### src/design/sacc_pkg.sv
package sacc_pkg;

	// ----------------------------------------------------------------
	// Register offsets (byte addresses, one 32-bit word each)
	// ----------------------------------------------------------------
	localparam logic [7:0] OFS_MODE_SEL   = 8'h00;
	localparam logic [7:0] OFS_PIN_FUNC   = 8'h04;
	localparam logic [7:0] OFS_CLK_SEL    = 8'h08;
	localparam logic [7:0] OFS_INT_CTRL   = 8'h0C;
	localparam logic [7:0] OFS_INSTR      = 8'h10;
	localparam logic [7:0] OFS_STATUS     = 8'h14;
	localparam logic [7:0] OFS_ACC_PAIR   = 8'h18;
	localparam logic [7:0] OFS_RESULT     = 8'h1C;
	localparam logic [7:0] OFS_CMP_REG    = 8'h20;

	// ----------------------------------------------------------------
	// Field positions
	// ----------------------------------------------------------------
	localparam int MODE_BIT       = 3;
	localparam int CLK_SRC_BIT    = 2;
	localparam int INT_EN_BIT     = 2;
	localparam int ST_BUSY_BIT    = 0;
	localparam int ST_FLAG_BIT    = 1;
	localparam int ST_SKIP_BIT    = 2;
	localparam int RESULT_MSB     = 9;

	// ----------------------------------------------------------------
	// Reset values
	// ----------------------------------------------------------------
	localparam logic [3:0] RST_NIBBLE = 4'h0;
	localparam logic [9:0] RST_RESULT = 10'h000;
	localparam logic [7:0] RST_CMP    = 8'h00;

	// ----------------------------------------------------------------
	// Instruction opcodes written to the instruction register
	// ----------------------------------------------------------------
	localparam logic [2:0] OP_CONVERT_START = 3'h1;
	localparam logic [2:0] OP_SKIP_IF_DONE  = 3'h2;
	localparam logic [2:0] OP_LOW_TO_ACC    = 3'h3;
	localparam logic [2:0] OP_HIGH_TO_PAIR  = 3'h4;
	localparam logic [2:0] OP_PAIR_TO_CMP   = 3'h5;

	// ----------------------------------------------------------------
	// Timing
	// ----------------------------------------------------------------
	localparam int CORE_CLK_PERIOD_PS = 5000;
	localparam int MACHINE_CYCLE_NS   = 500;
	localparam logic [7:0] INST_CYCLES = 8'(MACHINE_CYCLE_NS * 1000 / CORE_CLK_PERIOD_PS);
	localparam logic [1:0] SETUP_MACHINE_CYCLES = 2'h2;
	localparam logic [7:0] DIV_RATIO_0 = 8'h06;
	localparam logic [7:0] DIV_RATIO_1 = 8'h0C;
	localparam logic [7:0] DIV_RATIO_2 = 8'h18;
	localparam logic [7:0] DIV_RATIO_3 = 8'h30;

	typedef enum logic [2:0] {
		ST_IDLE  = 3'b001,
		ST_SETUP = 3'b010,
		ST_TRIAL = 3'b100
	} sacc_state_t;

endpackage : sacc_pkg

### src/design/sacc_sar_step.sv
`timescale 1ns/1ps
`default_nettype none

// One approximation step: fix the trial bit from the comparator, then raise the next lower bit.
module sacc_sar_step (
	input  wire logic [9:0] res_in,
	input  wire logic [3:0] idx,
	input  wire logic       comp_high,
	output logic [9:0]      res_out
);
	always_comb begin
		res_out      = res_in;
		res_out[idx] = comp_high;
		if (idx != 4'h0) begin
			res_out[idx - 4'h1] = 1'b1;
		end
	end

endmodule : sacc_sar_step

`default_nettype wire

### src/design/sacc_tick_div.sv
`timescale 1ns/1ps
`default_nettype none

// Counts input ticks and pulses once every limit ticks; restart realigns the phase.
module sacc_tick_div (
	input  wire logic       clk,
	input  wire logic       rst,
	input  wire logic       restart,
	input  wire logic       tick_in,
	input  wire logic [7:0] limit,
	output logic            tick_out
);
	logic [7:0] cnt_q;
	logic [7:0] cnt_d;
	logic       last;

	always_comb begin
		last  = (cnt_q >= limit - 8'h01);
		cnt_d = cnt_q;
		if (restart) begin
			cnt_d = 8'h00;
		end else if (tick_in) begin
			cnt_d = last ? 8'h00 : cnt_q + 8'h01;
		end
	end

	always_ff @(posedge clk or posedge rst) begin
		if (rst) begin
			cnt_q <= 8'h00;
		end else begin
			cnt_q <= cnt_d;
		end
	end

	assign tick_out = tick_in & last & ~restart;

endmodule : sacc_tick_div

`default_nettype wire

### src/design/sacc_top.sv
// Function
// - Start in conversion mode clears result
// - Set top bit, compare threshold with input
// - Keep bit if below input, else clear
// - Repeat down to bit zero, ten trials
// - Finish after two machine cycles plus trials
// - On completion set flag, raise interrupt request
// - Conversion mode threshold equals result register
// - Mode bit three selects comparator mode
// - Pair transfer loads compare register aux:acc
// - Compare register survives mode switching
// - Compare register accessible only in comparator mode
// - Comparator threshold from compare register over 256
// - Comparator mode flag means input below threshold
// - Flag clears on interrupt accept or skip
// - Comparison ends after two cycles plus one
// - Low bits to acc top, lower zero
// - Mode switch may set flag; skip clears it
// - Pin-function bits 0-2 enable inputs 0-2; bit 2 also enables input 3
// - Conversion clock can be instruction clock/6
// - Select codes 000-011 route inputs, else none
// - High bits to aux and acc pair
// - Clock source bit plus two ratio bits
`timescale 1ns/1ps
`default_nettype none

module sacc_top (
	input  wire logic        CORE_CLK,
	input  wire logic        RST,
	input  wire logic        WB_CYC_I,
	input  wire logic        WB_STB_I,
	input  wire logic        WB_WE_I,
	input  wire logic [7:0]  WB_ADR_I,
	input  wire logic [3:0]  WB_SEL_I,
	input  wire logic [31:0] WB_DAT_I,
	output logic      [31:0] WB_DAT_O,
	output logic             WB_ACK_O,
	input  wire logic        COMP_IN,
	input  wire logic        RING_CLK,
	input  wire logic        INT_ACK,
	output logic             IRQ_REQ,
	output logic      [9:0]  DAC_CODE,
	output logic      [1:0]  ANALOG_SEL,
	output logic             ANALOG_SEL_VALID,
	output logic      [3:0]  PIN_ANALOG_EN,
	output logic             BUSY
);

	// ----------------------------------------------------------------
	// Pin synchronisers
	// ----------------------------------------------------------------
	logic comp_s1_q;
	logic comp_s2_q;
	logic ring_s1_q;
	logic ring_s2_q;
	logic ring_s3_q;

	always_ff @(posedge CORE_CLK or posedge RST) begin
		if (RST) begin
			comp_s1_q <= 1'b0;
			comp_s2_q <= 1'b0;
			ring_s1_q <= 1'b0;
			ring_s2_q <= 1'b0;
			ring_s3_q <= 1'b0;
		end else begin
			comp_s1_q <= COMP_IN;
			comp_s2_q <= comp_s1_q;
			ring_s1_q <= RING_CLK;
			ring_s2_q <= ring_s1_q;
			ring_s3_q <= ring_s2_q;
		end
	end

	// ----------------------------------------------------------------
	// Registers and engine state
	// ----------------------------------------------------------------
	logic [3:0]                mode_input_select_reg_q, mode_input_select_reg_d;
	logic [3:0]                analog_pin_function_reg_q, analog_pin_function_reg_d;
	logic [3:0]                conv_clock_select_reg_q, conv_clock_select_reg_d;
	logic [3:0]                interrupt_control_reg_q, interrupt_control_reg_d;
	logic [3:0]                acc_q, acc_d;
	logic [3:0]                aux_q, aux_d;
	logic [9:0]                result_q, result_d;
	logic [7:0]                cmp_reg_q, cmp_reg_d;
	logic                      done_compare_flag_q, done_compare_flag_d;
	logic                      skip_q, skip_d;
	logic [1:0]                setup_cnt_q, setup_cnt_d;
	logic [3:0]                bit_idx_q, bit_idx_d;
	sacc_pkg::sacc_state_t     state_q, state_d;

	logic        cmp_mode;
	logic        wr_en;
	logic        start;
	logic        inst_tick;
	logic        src_tick;
	logic        conversion_clock;
	logic [7:0]  conv_limit;
	logic [9:0]  step_res;
	logic        trial_go;

	// ----------------------------------------------------------------
	// Bus
	// ----------------------------------------------------------------
	logic        ack_q, ack_d;
	logic [31:0] rdata_q, rdata_d;

	assign cmp_mode = mode_input_select_reg_q[sacc_pkg::MODE_BIT];
	assign wr_en    = WB_CYC_I & WB_STB_I & WB_WE_I & ~ack_q & WB_SEL_I[0];
	assign start    = wr_en && (WB_ADR_I == sacc_pkg::OFS_INSTR)
		&& (WB_DAT_I[2:0] == sacc_pkg::OP_CONVERT_START) && (state_q == sacc_pkg::ST_IDLE);

	// Ratio decode picks the conversion clock divider
	function automatic logic [7:0] ratio_of(input logic [1:0] sel);
		logic [7:0] r;
		r = sacc_pkg::DIV_RATIO_0;
		if (sel == 2'h1) begin
			r = sacc_pkg::DIV_RATIO_1;
		end else if (sel == 2'h2) begin
			r = sacc_pkg::DIV_RATIO_2;
		end else if (sel == 2'h3) begin
			r = sacc_pkg::DIV_RATIO_3;
		end
		return r;
	endfunction : ratio_of

	// ----------------------------------------------------------------
	// Clocking: instruction clock and conversion clock ticks
	// ----------------------------------------------------------------
	sacc_tick_div u_inst_div (
		.clk      (CORE_CLK),
		.rst      (RST),
		.restart  (start),
		.tick_in  (1'b1),
		.limit    (sacc_pkg::INST_CYCLES),
		.tick_out (inst_tick)
	);

	// Source is the instruction clock or the rising edge of the on-chip oscillator
	assign src_tick   = conv_clock_select_reg_q[sacc_pkg::CLK_SRC_BIT] ? (ring_s2_q & ~ring_s3_q)
		: inst_tick;
	assign conv_limit = ratio_of(conv_clock_select_reg_q[1:0]);

	// Divider phase starts with the first trial; a start-aligned phase would shorten that trial by the setup time
	assign trial_go = (state_q == sacc_pkg::ST_SETUP) && inst_tick
		&& (setup_cnt_q + 2'h1 == sacc_pkg::SETUP_MACHINE_CYCLES);

	sacc_tick_div u_conv_div (
		.clk      (CORE_CLK),
		.rst      (RST),
		.restart  (trial_go),
		.tick_in  (src_tick),
		.limit    (conv_limit),
		.tick_out (conversion_clock)
	);

	sacc_sar_step u_step (
		.res_in    (result_q),
		.idx       (bit_idx_q),
		.comp_high (comp_s2_q),
		.res_out   (step_res)
	);

	// ----------------------------------------------------------------
	// Engine and register next-state
	// ----------------------------------------------------------------
	always_comb begin
		mode_input_select_reg_d   = mode_input_select_reg_q;
		analog_pin_function_reg_d = analog_pin_function_reg_q;
		conv_clock_select_reg_d   = conv_clock_select_reg_q;
		interrupt_control_reg_d   = interrupt_control_reg_q;
		acc_d                     = acc_q;
		aux_d                     = aux_q;
		result_d                  = result_q;
		cmp_reg_d                 = cmp_reg_q;
		done_compare_flag_d       = done_compare_flag_q;
		skip_d                    = skip_q;
		setup_cnt_d               = setup_cnt_q;
		bit_idx_d                 = bit_idx_q;
		state_d                   = state_q;

		// Clears first, so any set below in the same cycle wins
		if (INT_ACK && interrupt_control_reg_q[sacc_pkg::INT_EN_BIT]) begin
			done_compare_flag_d = 1'b0;
		end

		if (wr_en) begin
			if (WB_ADR_I == sacc_pkg::OFS_MODE_SEL) begin
				mode_input_select_reg_d = WB_DAT_I[3:0];
				// Leaving comparator mode can leave the flag set spuriously
				if (cmp_mode && !WB_DAT_I[sacc_pkg::MODE_BIT]) begin
					done_compare_flag_d = 1'b1;
				end
			end else if (WB_ADR_I == sacc_pkg::OFS_PIN_FUNC) begin
				analog_pin_function_reg_d = WB_DAT_I[3:0];
			end else if (WB_ADR_I == sacc_pkg::OFS_CLK_SEL) begin
				conv_clock_select_reg_d = WB_DAT_I[3:0];
			end else if (WB_ADR_I == sacc_pkg::OFS_INT_CTRL) begin
				interrupt_control_reg_d = WB_DAT_I[3:0];
			end else if (WB_ADR_I == sacc_pkg::OFS_ACC_PAIR) begin
				acc_d = WB_DAT_I[3:0];
				aux_d = WB_DAT_I[7:4];
			end else if (WB_ADR_I == sacc_pkg::OFS_CMP_REG) begin
				if (cmp_mode) begin
					cmp_reg_d = WB_DAT_I[7:0];
				end
			end else if (WB_ADR_I == sacc_pkg::OFS_INSTR) begin
				if (WB_DAT_I[2:0] == sacc_pkg::OP_SKIP_IF_DONE) begin
					skip_d = done_compare_flag_q;
					if (done_compare_flag_q) begin
						done_compare_flag_d = 1'b0;
					end
				end else if (WB_DAT_I[2:0] == sacc_pkg::OP_LOW_TO_ACC) begin
					acc_d = {result_q[1:0], 2'b00};
				end else if (WB_DAT_I[2:0] == sacc_pkg::OP_HIGH_TO_PAIR) begin
					aux_d = result_q[9:6];
					acc_d = result_q[5:2];
				end else if (WB_DAT_I[2:0] == sacc_pkg::OP_PAIR_TO_CMP) begin
					if (cmp_mode) begin
						cmp_reg_d = {aux_q, acc_q};
					end
				end
			end
		end

		case (state_q)
			sacc_pkg::ST_IDLE: begin
				if (start) begin
					if (!cmp_mode) begin
						result_d = sacc_pkg::RST_RESULT;
					end
					setup_cnt_d = 2'h0;
					state_d     = sacc_pkg::ST_SETUP;
				end
			end
			sacc_pkg::ST_SETUP: begin
				// Two machine cycles of setup before the first trial
				if (inst_tick) begin
					setup_cnt_d = setup_cnt_q + 2'h1;
					if (setup_cnt_q + 2'h1 == sacc_pkg::SETUP_MACHINE_CYCLES) begin
						bit_idx_d = 4'(sacc_pkg::RESULT_MSB);
						if (!cmp_mode) begin
							result_d = 10'h200;
						end
						state_d = sacc_pkg::ST_TRIAL;
					end
				end
			end
			sacc_pkg::ST_TRIAL: begin
				// Comparator is sampled at the end of each conversion-clock period
				if (conversion_clock) begin
					if (cmp_mode) begin
						if (!comp_s2_q) begin
							done_compare_flag_d = 1'b1;
						end
						state_d = sacc_pkg::ST_IDLE;
					end else begin
						result_d = step_res;
						if (bit_idx_q == 4'h0) begin
							done_compare_flag_d = 1'b1;
							state_d             = sacc_pkg::ST_IDLE;
						end else begin
							bit_idx_d = bit_idx_q - 4'h1;
						end
					end
				end
			end
			default: begin
				state_d = sacc_pkg::ST_IDLE;
			end
		endcase
	end

	always_ff @(posedge CORE_CLK or posedge RST) begin
		if (RST) begin
			mode_input_select_reg_q   <= sacc_pkg::RST_NIBBLE;
			analog_pin_function_reg_q <= sacc_pkg::RST_NIBBLE;
			conv_clock_select_reg_q   <= sacc_pkg::RST_NIBBLE;
			interrupt_control_reg_q   <= sacc_pkg::RST_NIBBLE;
			acc_q                     <= sacc_pkg::RST_NIBBLE;
			aux_q                     <= sacc_pkg::RST_NIBBLE;
			result_q                  <= sacc_pkg::RST_RESULT;
			cmp_reg_q                 <= sacc_pkg::RST_CMP;
			done_compare_flag_q       <= 1'b0;
			skip_q                    <= 1'b0;
			setup_cnt_q               <= 2'h0;
			bit_idx_q                 <= 4'h0;
			state_q                   <= sacc_pkg::ST_IDLE;
		end else begin
			mode_input_select_reg_q   <= mode_input_select_reg_d;
			analog_pin_function_reg_q <= analog_pin_function_reg_d;
			conv_clock_select_reg_q   <= conv_clock_select_reg_d;
			interrupt_control_reg_q   <= interrupt_control_reg_d;
			acc_q                     <= acc_d;
			aux_q                     <= aux_d;
			result_q                  <= result_d;
			cmp_reg_q                 <= cmp_reg_d;
			done_compare_flag_q       <= done_compare_flag_d;
			skip_q                    <= skip_d;
			setup_cnt_q               <= setup_cnt_d;
			bit_idx_q                 <= bit_idx_d;
			state_q                   <= state_d;
		end
	end

	// ----------------------------------------------------------------
	// Bus read path; unmapped addresses acknowledge with zero
	// ----------------------------------------------------------------
	always_comb begin
		ack_d   = WB_CYC_I & WB_STB_I & ~ack_q;
		rdata_d = 32'h0000_0000;
		if (WB_ADR_I == sacc_pkg::OFS_MODE_SEL) begin
			rdata_d[3:0] = mode_input_select_reg_q;
		end else if (WB_ADR_I == sacc_pkg::OFS_PIN_FUNC) begin
			rdata_d[3:0] = analog_pin_function_reg_q;
		end else if (WB_ADR_I == sacc_pkg::OFS_CLK_SEL) begin
			rdata_d[3:0] = conv_clock_select_reg_q;
		end else if (WB_ADR_I == sacc_pkg::OFS_INT_CTRL) begin
			rdata_d[3:0] = interrupt_control_reg_q;
		end else if (WB_ADR_I == sacc_pkg::OFS_STATUS) begin
			rdata_d[sacc_pkg::ST_BUSY_BIT] = (state_q != sacc_pkg::ST_IDLE);
			rdata_d[sacc_pkg::ST_FLAG_BIT] = done_compare_flag_q;
			rdata_d[sacc_pkg::ST_SKIP_BIT] = skip_q;
		end else if (WB_ADR_I == sacc_pkg::OFS_ACC_PAIR) begin
			rdata_d[7:0] = {aux_q, acc_q};
		end else if (WB_ADR_I == sacc_pkg::OFS_RESULT) begin
			rdata_d[9:0] = result_q;
		end else if (WB_ADR_I == sacc_pkg::OFS_CMP_REG) begin
			// Hidden outside comparator mode; the value itself is kept
			rdata_d[7:0] = cmp_mode ? cmp_reg_q : 8'h00;
		end
	end

	always_ff @(posedge CORE_CLK or posedge RST) begin
		if (RST) begin
			ack_q   <= 1'b0;
			rdata_q <= 32'h0000_0000;
		end else begin
			ack_q   <= ack_d;
			rdata_q <= rdata_d;
		end
	end

	// ----------------------------------------------------------------
	// Outputs
	// ----------------------------------------------------------------
	assign WB_ACK_O = ack_q;
	assign WB_DAT_O = rdata_q;
	// Interrupt request only when interrupt use, not skip use, is selected
	assign IRQ_REQ  = done_compare_flag_q & interrupt_control_reg_q[sacc_pkg::INT_EN_BIT];
	// Comparator code n/256 equals 4n/1024 on the 10-bit DAC
	assign DAC_CODE = cmp_mode ? {cmp_reg_q, 2'b00} : result_q;
	assign ANALOG_SEL       = mode_input_select_reg_q[1:0];
	assign ANALOG_SEL_VALID = ~mode_input_select_reg_q[2];
	assign PIN_ANALOG_EN    = {analog_pin_function_reg_q[2], analog_pin_function_reg_q[2:0]};
	assign BUSY             = (state_q != sacc_pkg::ST_IDLE);

endmodule : sacc_top

`default_nettype wire

### config.mk
export PLATFORM = sky130hd
export DESIGN_NAME = sacc_top
export DESIGN_NICKNAME = d
export VERILOG_FILES = /design/src/design/sacc_pkg.sv /design/src/design/sacc_sar_step.sv /design/src/design/sacc_tick_div.sv /design/src/design/sacc_top.sv
export SDC_FILE = /design/constraint.sdc
export NUM_CORES = 1
export LEC_CHECK = 0
export ABC_CLOCK_PERIOD_IN_PS = 3050
export BUFFER_PORTS_ARGS = -buffer_cell sky130_fd_sc_hd__buf_4
export CAP_MARGIN = 20
export CORE_MARGIN = 4
export CORE_UTILIZATION = 55
export DETAILED_ROUTE_END_ITERATION = 12
export GPL_TIMING_DRIVEN = 0
export HOLD_SLACK_MARGIN = 0.05
export PLACE_DENSITY = 0.86
export SYNTH_ARGS = -nofsm -noshare
export SYNTH_HDL_FRONTEND = slang
export SYNTH_SLANG_ARGS = --single-unit
### constraint.sdc
create_clock -name CORE_CLK -period 3.05 [get_ports CORE_CLK]
set_input_delay 0.1525 -clock CORE_CLK [delete_from_list [all_inputs] [get_ports CORE_CLK]]
set_output_delay 0.1525 -clock CORE_CLK [all_outputs]
set_load 0.01 [all_outputs]
==> results_dict.tcl <==
set metrics [dict create \
    crit_path_arrival_time_ps 2800 \
    timing.final.setup_violations 0 \
    ctsLongestPathBuffers 2 \
    final_layout_size_suffix_gt1_share_pct 23.65 \
    stdcell_area_um2 5786 \
    detail_route.drc_violations 0 \
    ys_seq_area_share_pct 43.32 \
    asyncSetResetFlopFracSynth_pct 100.0 \
    timing.fmax_mhz 392.5 \
    status "finished, final reports clean" \
    holdCritPathClass "in2reg" \
    ys_types 67 \
    core-area_um2 8721 \
    antennaDiodeCount 0 \
    hold_violations 0 \
    antenna_found_initial 0 \
    tightest_slew_ps 784.9 \
    slew-limit-headroom_pct 47.48 \
    clk-insertion-delay-late_ps 360 \
    h-tree-depth 3 \
    grt_setup_unrepaired "false" \
    fp-row-count 34 \
    tritoncts.num_buffers 9 \
    final_net_count 670 \
    maximum_number_of_pins_on_one_net_before_global_route_repair 54 \
    p_leak_nw 2.770 \
    detail_route.iter0.violations 284 \
    flow.area_growth_from_synthesis_pct 17.75 \
    post_cts_resized 0 \
    min_from "WB_DAT_I[3]" \
    die-area_um2 10510 \
    gpl.final_weighted_congestion 1.007 \
    die_w_um 102.5 \
    finalMaxSlewViolations 0 \
    synthesis.area_um2 4913 \
    port_buffers 52 \
    syn-instance-count 515 \
    clkSinkCount 85 \
    drv.max_cap_violation_count 0 \
    final_power_mw 2.372 \
    ant_nets 0 \
    ir_drop_uv 286.9 \
    critPathCaptureType "register" \
    postSynthAreaPerCell_um2 9.541 \
    track_usage_pct 23.44 \
    total_wirelength_of_the_detailed_routed_design_um 11890 \
    cts.reportedPaths.clkPinSlew_ps 100 \
    min_period_over_period_pct 83.52 \
    ff2ff_path_depth 7 \
    finClkSkew_ps 11.66 \
    cts.root.buffer_cell "clkbuf_8" \
    number_of_global_route_vias_before_repair 4106 \
    grt_pass1_wl_um 19530 \
    tritoncts_clock_tree "done" \
    dpl.cell_count 698 \
    commonest_register_cell_after_synthesis "dfrtp_1" \
    die_h_um 102.5 \
    floorplan.initialDensity_pct 56.34 \
    nFillCells 684 \
    setup_tns_ps 0 \
    wl_per_cell_um 16.58 \
    globalRouteOverflowTotal 0 \
    number_of_instances_on_the_worst_hold_path 3 \
    design.portCount 104 \
    yosys_warnings 0 \
    synth_enable_flop_cells 0 \
    biggest_fanout_along_the_worst_timing_path 8 \
    worst_r2r_startpoint "u_inst_div.cnt_q[0]$_DFF_PP0_" \
    setup.worst_path.class "reg2reg" \
    place_area_um2 5552 \
    per_cell_via_count_in_the_routed_design 5.847 \
    critPathLaunch "u_inst_div.cnt_q[0]$_DFF_PP0_" \
    yosys_register_bits 85 \
    detailroute.via_count 4192 \
    cp.required_ps 3300 \
    cellPowerDensity_nw_per_um2 409.9 \
    drtPass1Iterations 5 \
    dp_hpwl_um 8667 \
    timing.critical_path.from_type "register" \
    post_layout_nonfiller_instances 717 \
    final_min_period_ps 2547 \
]
==> per-layer routing <==
| metal | vias up | GRT usage (%) | share of wire (%) |
|---|---|---|---|
| met2 | 179 | 39.52 | 49 |
| met4 | 0 | 8.375 | 2.5 |
| met5 | - | 0 | 0 |
| met1 | 2009 | 29.89 | 41 |
| met3 | 29 | 4.939 | 7.7 |
| li1 | 1975 | - | - |
==> registers in the layout, indices dropped and copies added, names as in the netlist, 8 cells and up <==
signal	flops
result_q	10
u_conv_div.cnt_q	8
cmp_reg_q	8
u_inst_div.cnt_q	8
WB_DAT_O	10
==> stage by stage <==
step	util (%)	hold slack, ps	setup WS (ps)
2_1_floorplan	-	183.9	705.7
6_report	66.34	76.64	502.5
3_3_place_gp	63.31	262.7	-285.1
5_1_grt	66.34	95.22	351.3
4_1_cts	66.34	68.89	499.3
3_5_place_dp	63.66	201.4	539.8
==> worst max-delay path, stage by stage (launching register included) <==
cell and delay, ps:
dfrtp_1 400, ha_1 250, or4_4 440, a31oi_4 300
or2_2 210, nand4_2 170, a21oi_4 290, mux2_2 360
==> timing repair <==
action | 4_1_cts | 5_1_grt
hold buffers | 3 | 0
endpoints found under the hold margin | 33 | 0
buffers inserted | 0 | 0
==> cells in the final DEF (no fill, tap or decap), types with 6 or more instances in the layout <==
cell,count
dfrtp_1,84
buf_4,80
nand2_1,68
nor2_1,42
o21ai_0,35
mux2_2,32
a21oi_1,30
conb_1,23
mux2i_1,20
inv_1,15
nand3_1,14
ha_1,14
clkbuf_1,12
nor2b_1,9
clkbuf_8,9
nor3_1,6
==> final cells by class <==
type,count,area (um^2),area share (%)
Clock inverter,7,80.08,1.384
Buffer,44,272.8,4.715
Timing Repair Buffer,56,447.9,7.742
Clock buffer,9,123.9,2.141
Sequential cell,85,2128,36.79
Inverter,16,62.56,1.081
Tap cell,108,135.1,2.336
Multi-Input combinational cell,392,2535,43.81
==> cells in the mapped netlist, types with 3 or more instances <==
master      n  share of area (%)
dfrtp_1    84                 43
nand2_1    68                5.2
nor2_1     42                3.2
o21ai_0    35                3.6
mux2_2     32                7.3
a21oi_1    30                3.1
buf_4      28                4.3
mux2i_1    20                4.1
inv_1      16                1.2
ha_1       14                3.6
nand3_1    14                1.4
clkbuf_1   12               0.92
nor2b_1     9                1.1
nor3_1      6               0.61
a22o_1      5               0.89
a22oi_1     4               0.61
a32oi_1     4               0.71
and2_1      4               0.51
nand3b_1    4               0.61
o2bb2ai_1   4               0.71
o31ai_1     4               0.61
or3_1       4               0.51
or4_1       4               0.61
xnor2_1     4               0.71
a211oi_1    3               0.46
a31oi_1     3               0.38
and3_1      3               0.38
nor3b_1     3               0.46
o22ai_1     3               0.38
==> path summary, 6_finish.rpt <==
kind	slack (ps)	endpoint
min in group asynchronous	350	u_inst_div.cnt_q[0]$_DFF_PP0_
max reg2reg	500	result_q[5]$_DFFE_PP0P_
min reg2reg	350	comp_s2_q$_DFF_PP0_
max in group asynchronous	2100	cmp_reg_q[3]$_DFFE_PP0P_
max	500	result_q[5]$_DFFE_PP0P_
min	80	mode_input_select_reg_q[3]$_DFFE_PP0P_
==> logic make-up after synthesis <==
group                      Yosys count  synth area share, %
adders and majority gates           14                3.565
xor gates and xnor gates             6                1.070
buffers and inverters               60                6.774
AOI/OAI and AO/OA                  118                15.86
other                                1              0.07632
DFF                                 85                43.32
and+or+nand+nor                    179                17.93
muxes                               52                11.41
==> report_power, final <==
group,switching (mW),internal (mW),leakage [nW]
Clock,0.462,0.389,0.0968
Sequential,0.0472,1.16,1.13
Combinational,0.181,0.131,1.54
(Power assumes the default switching activity.)
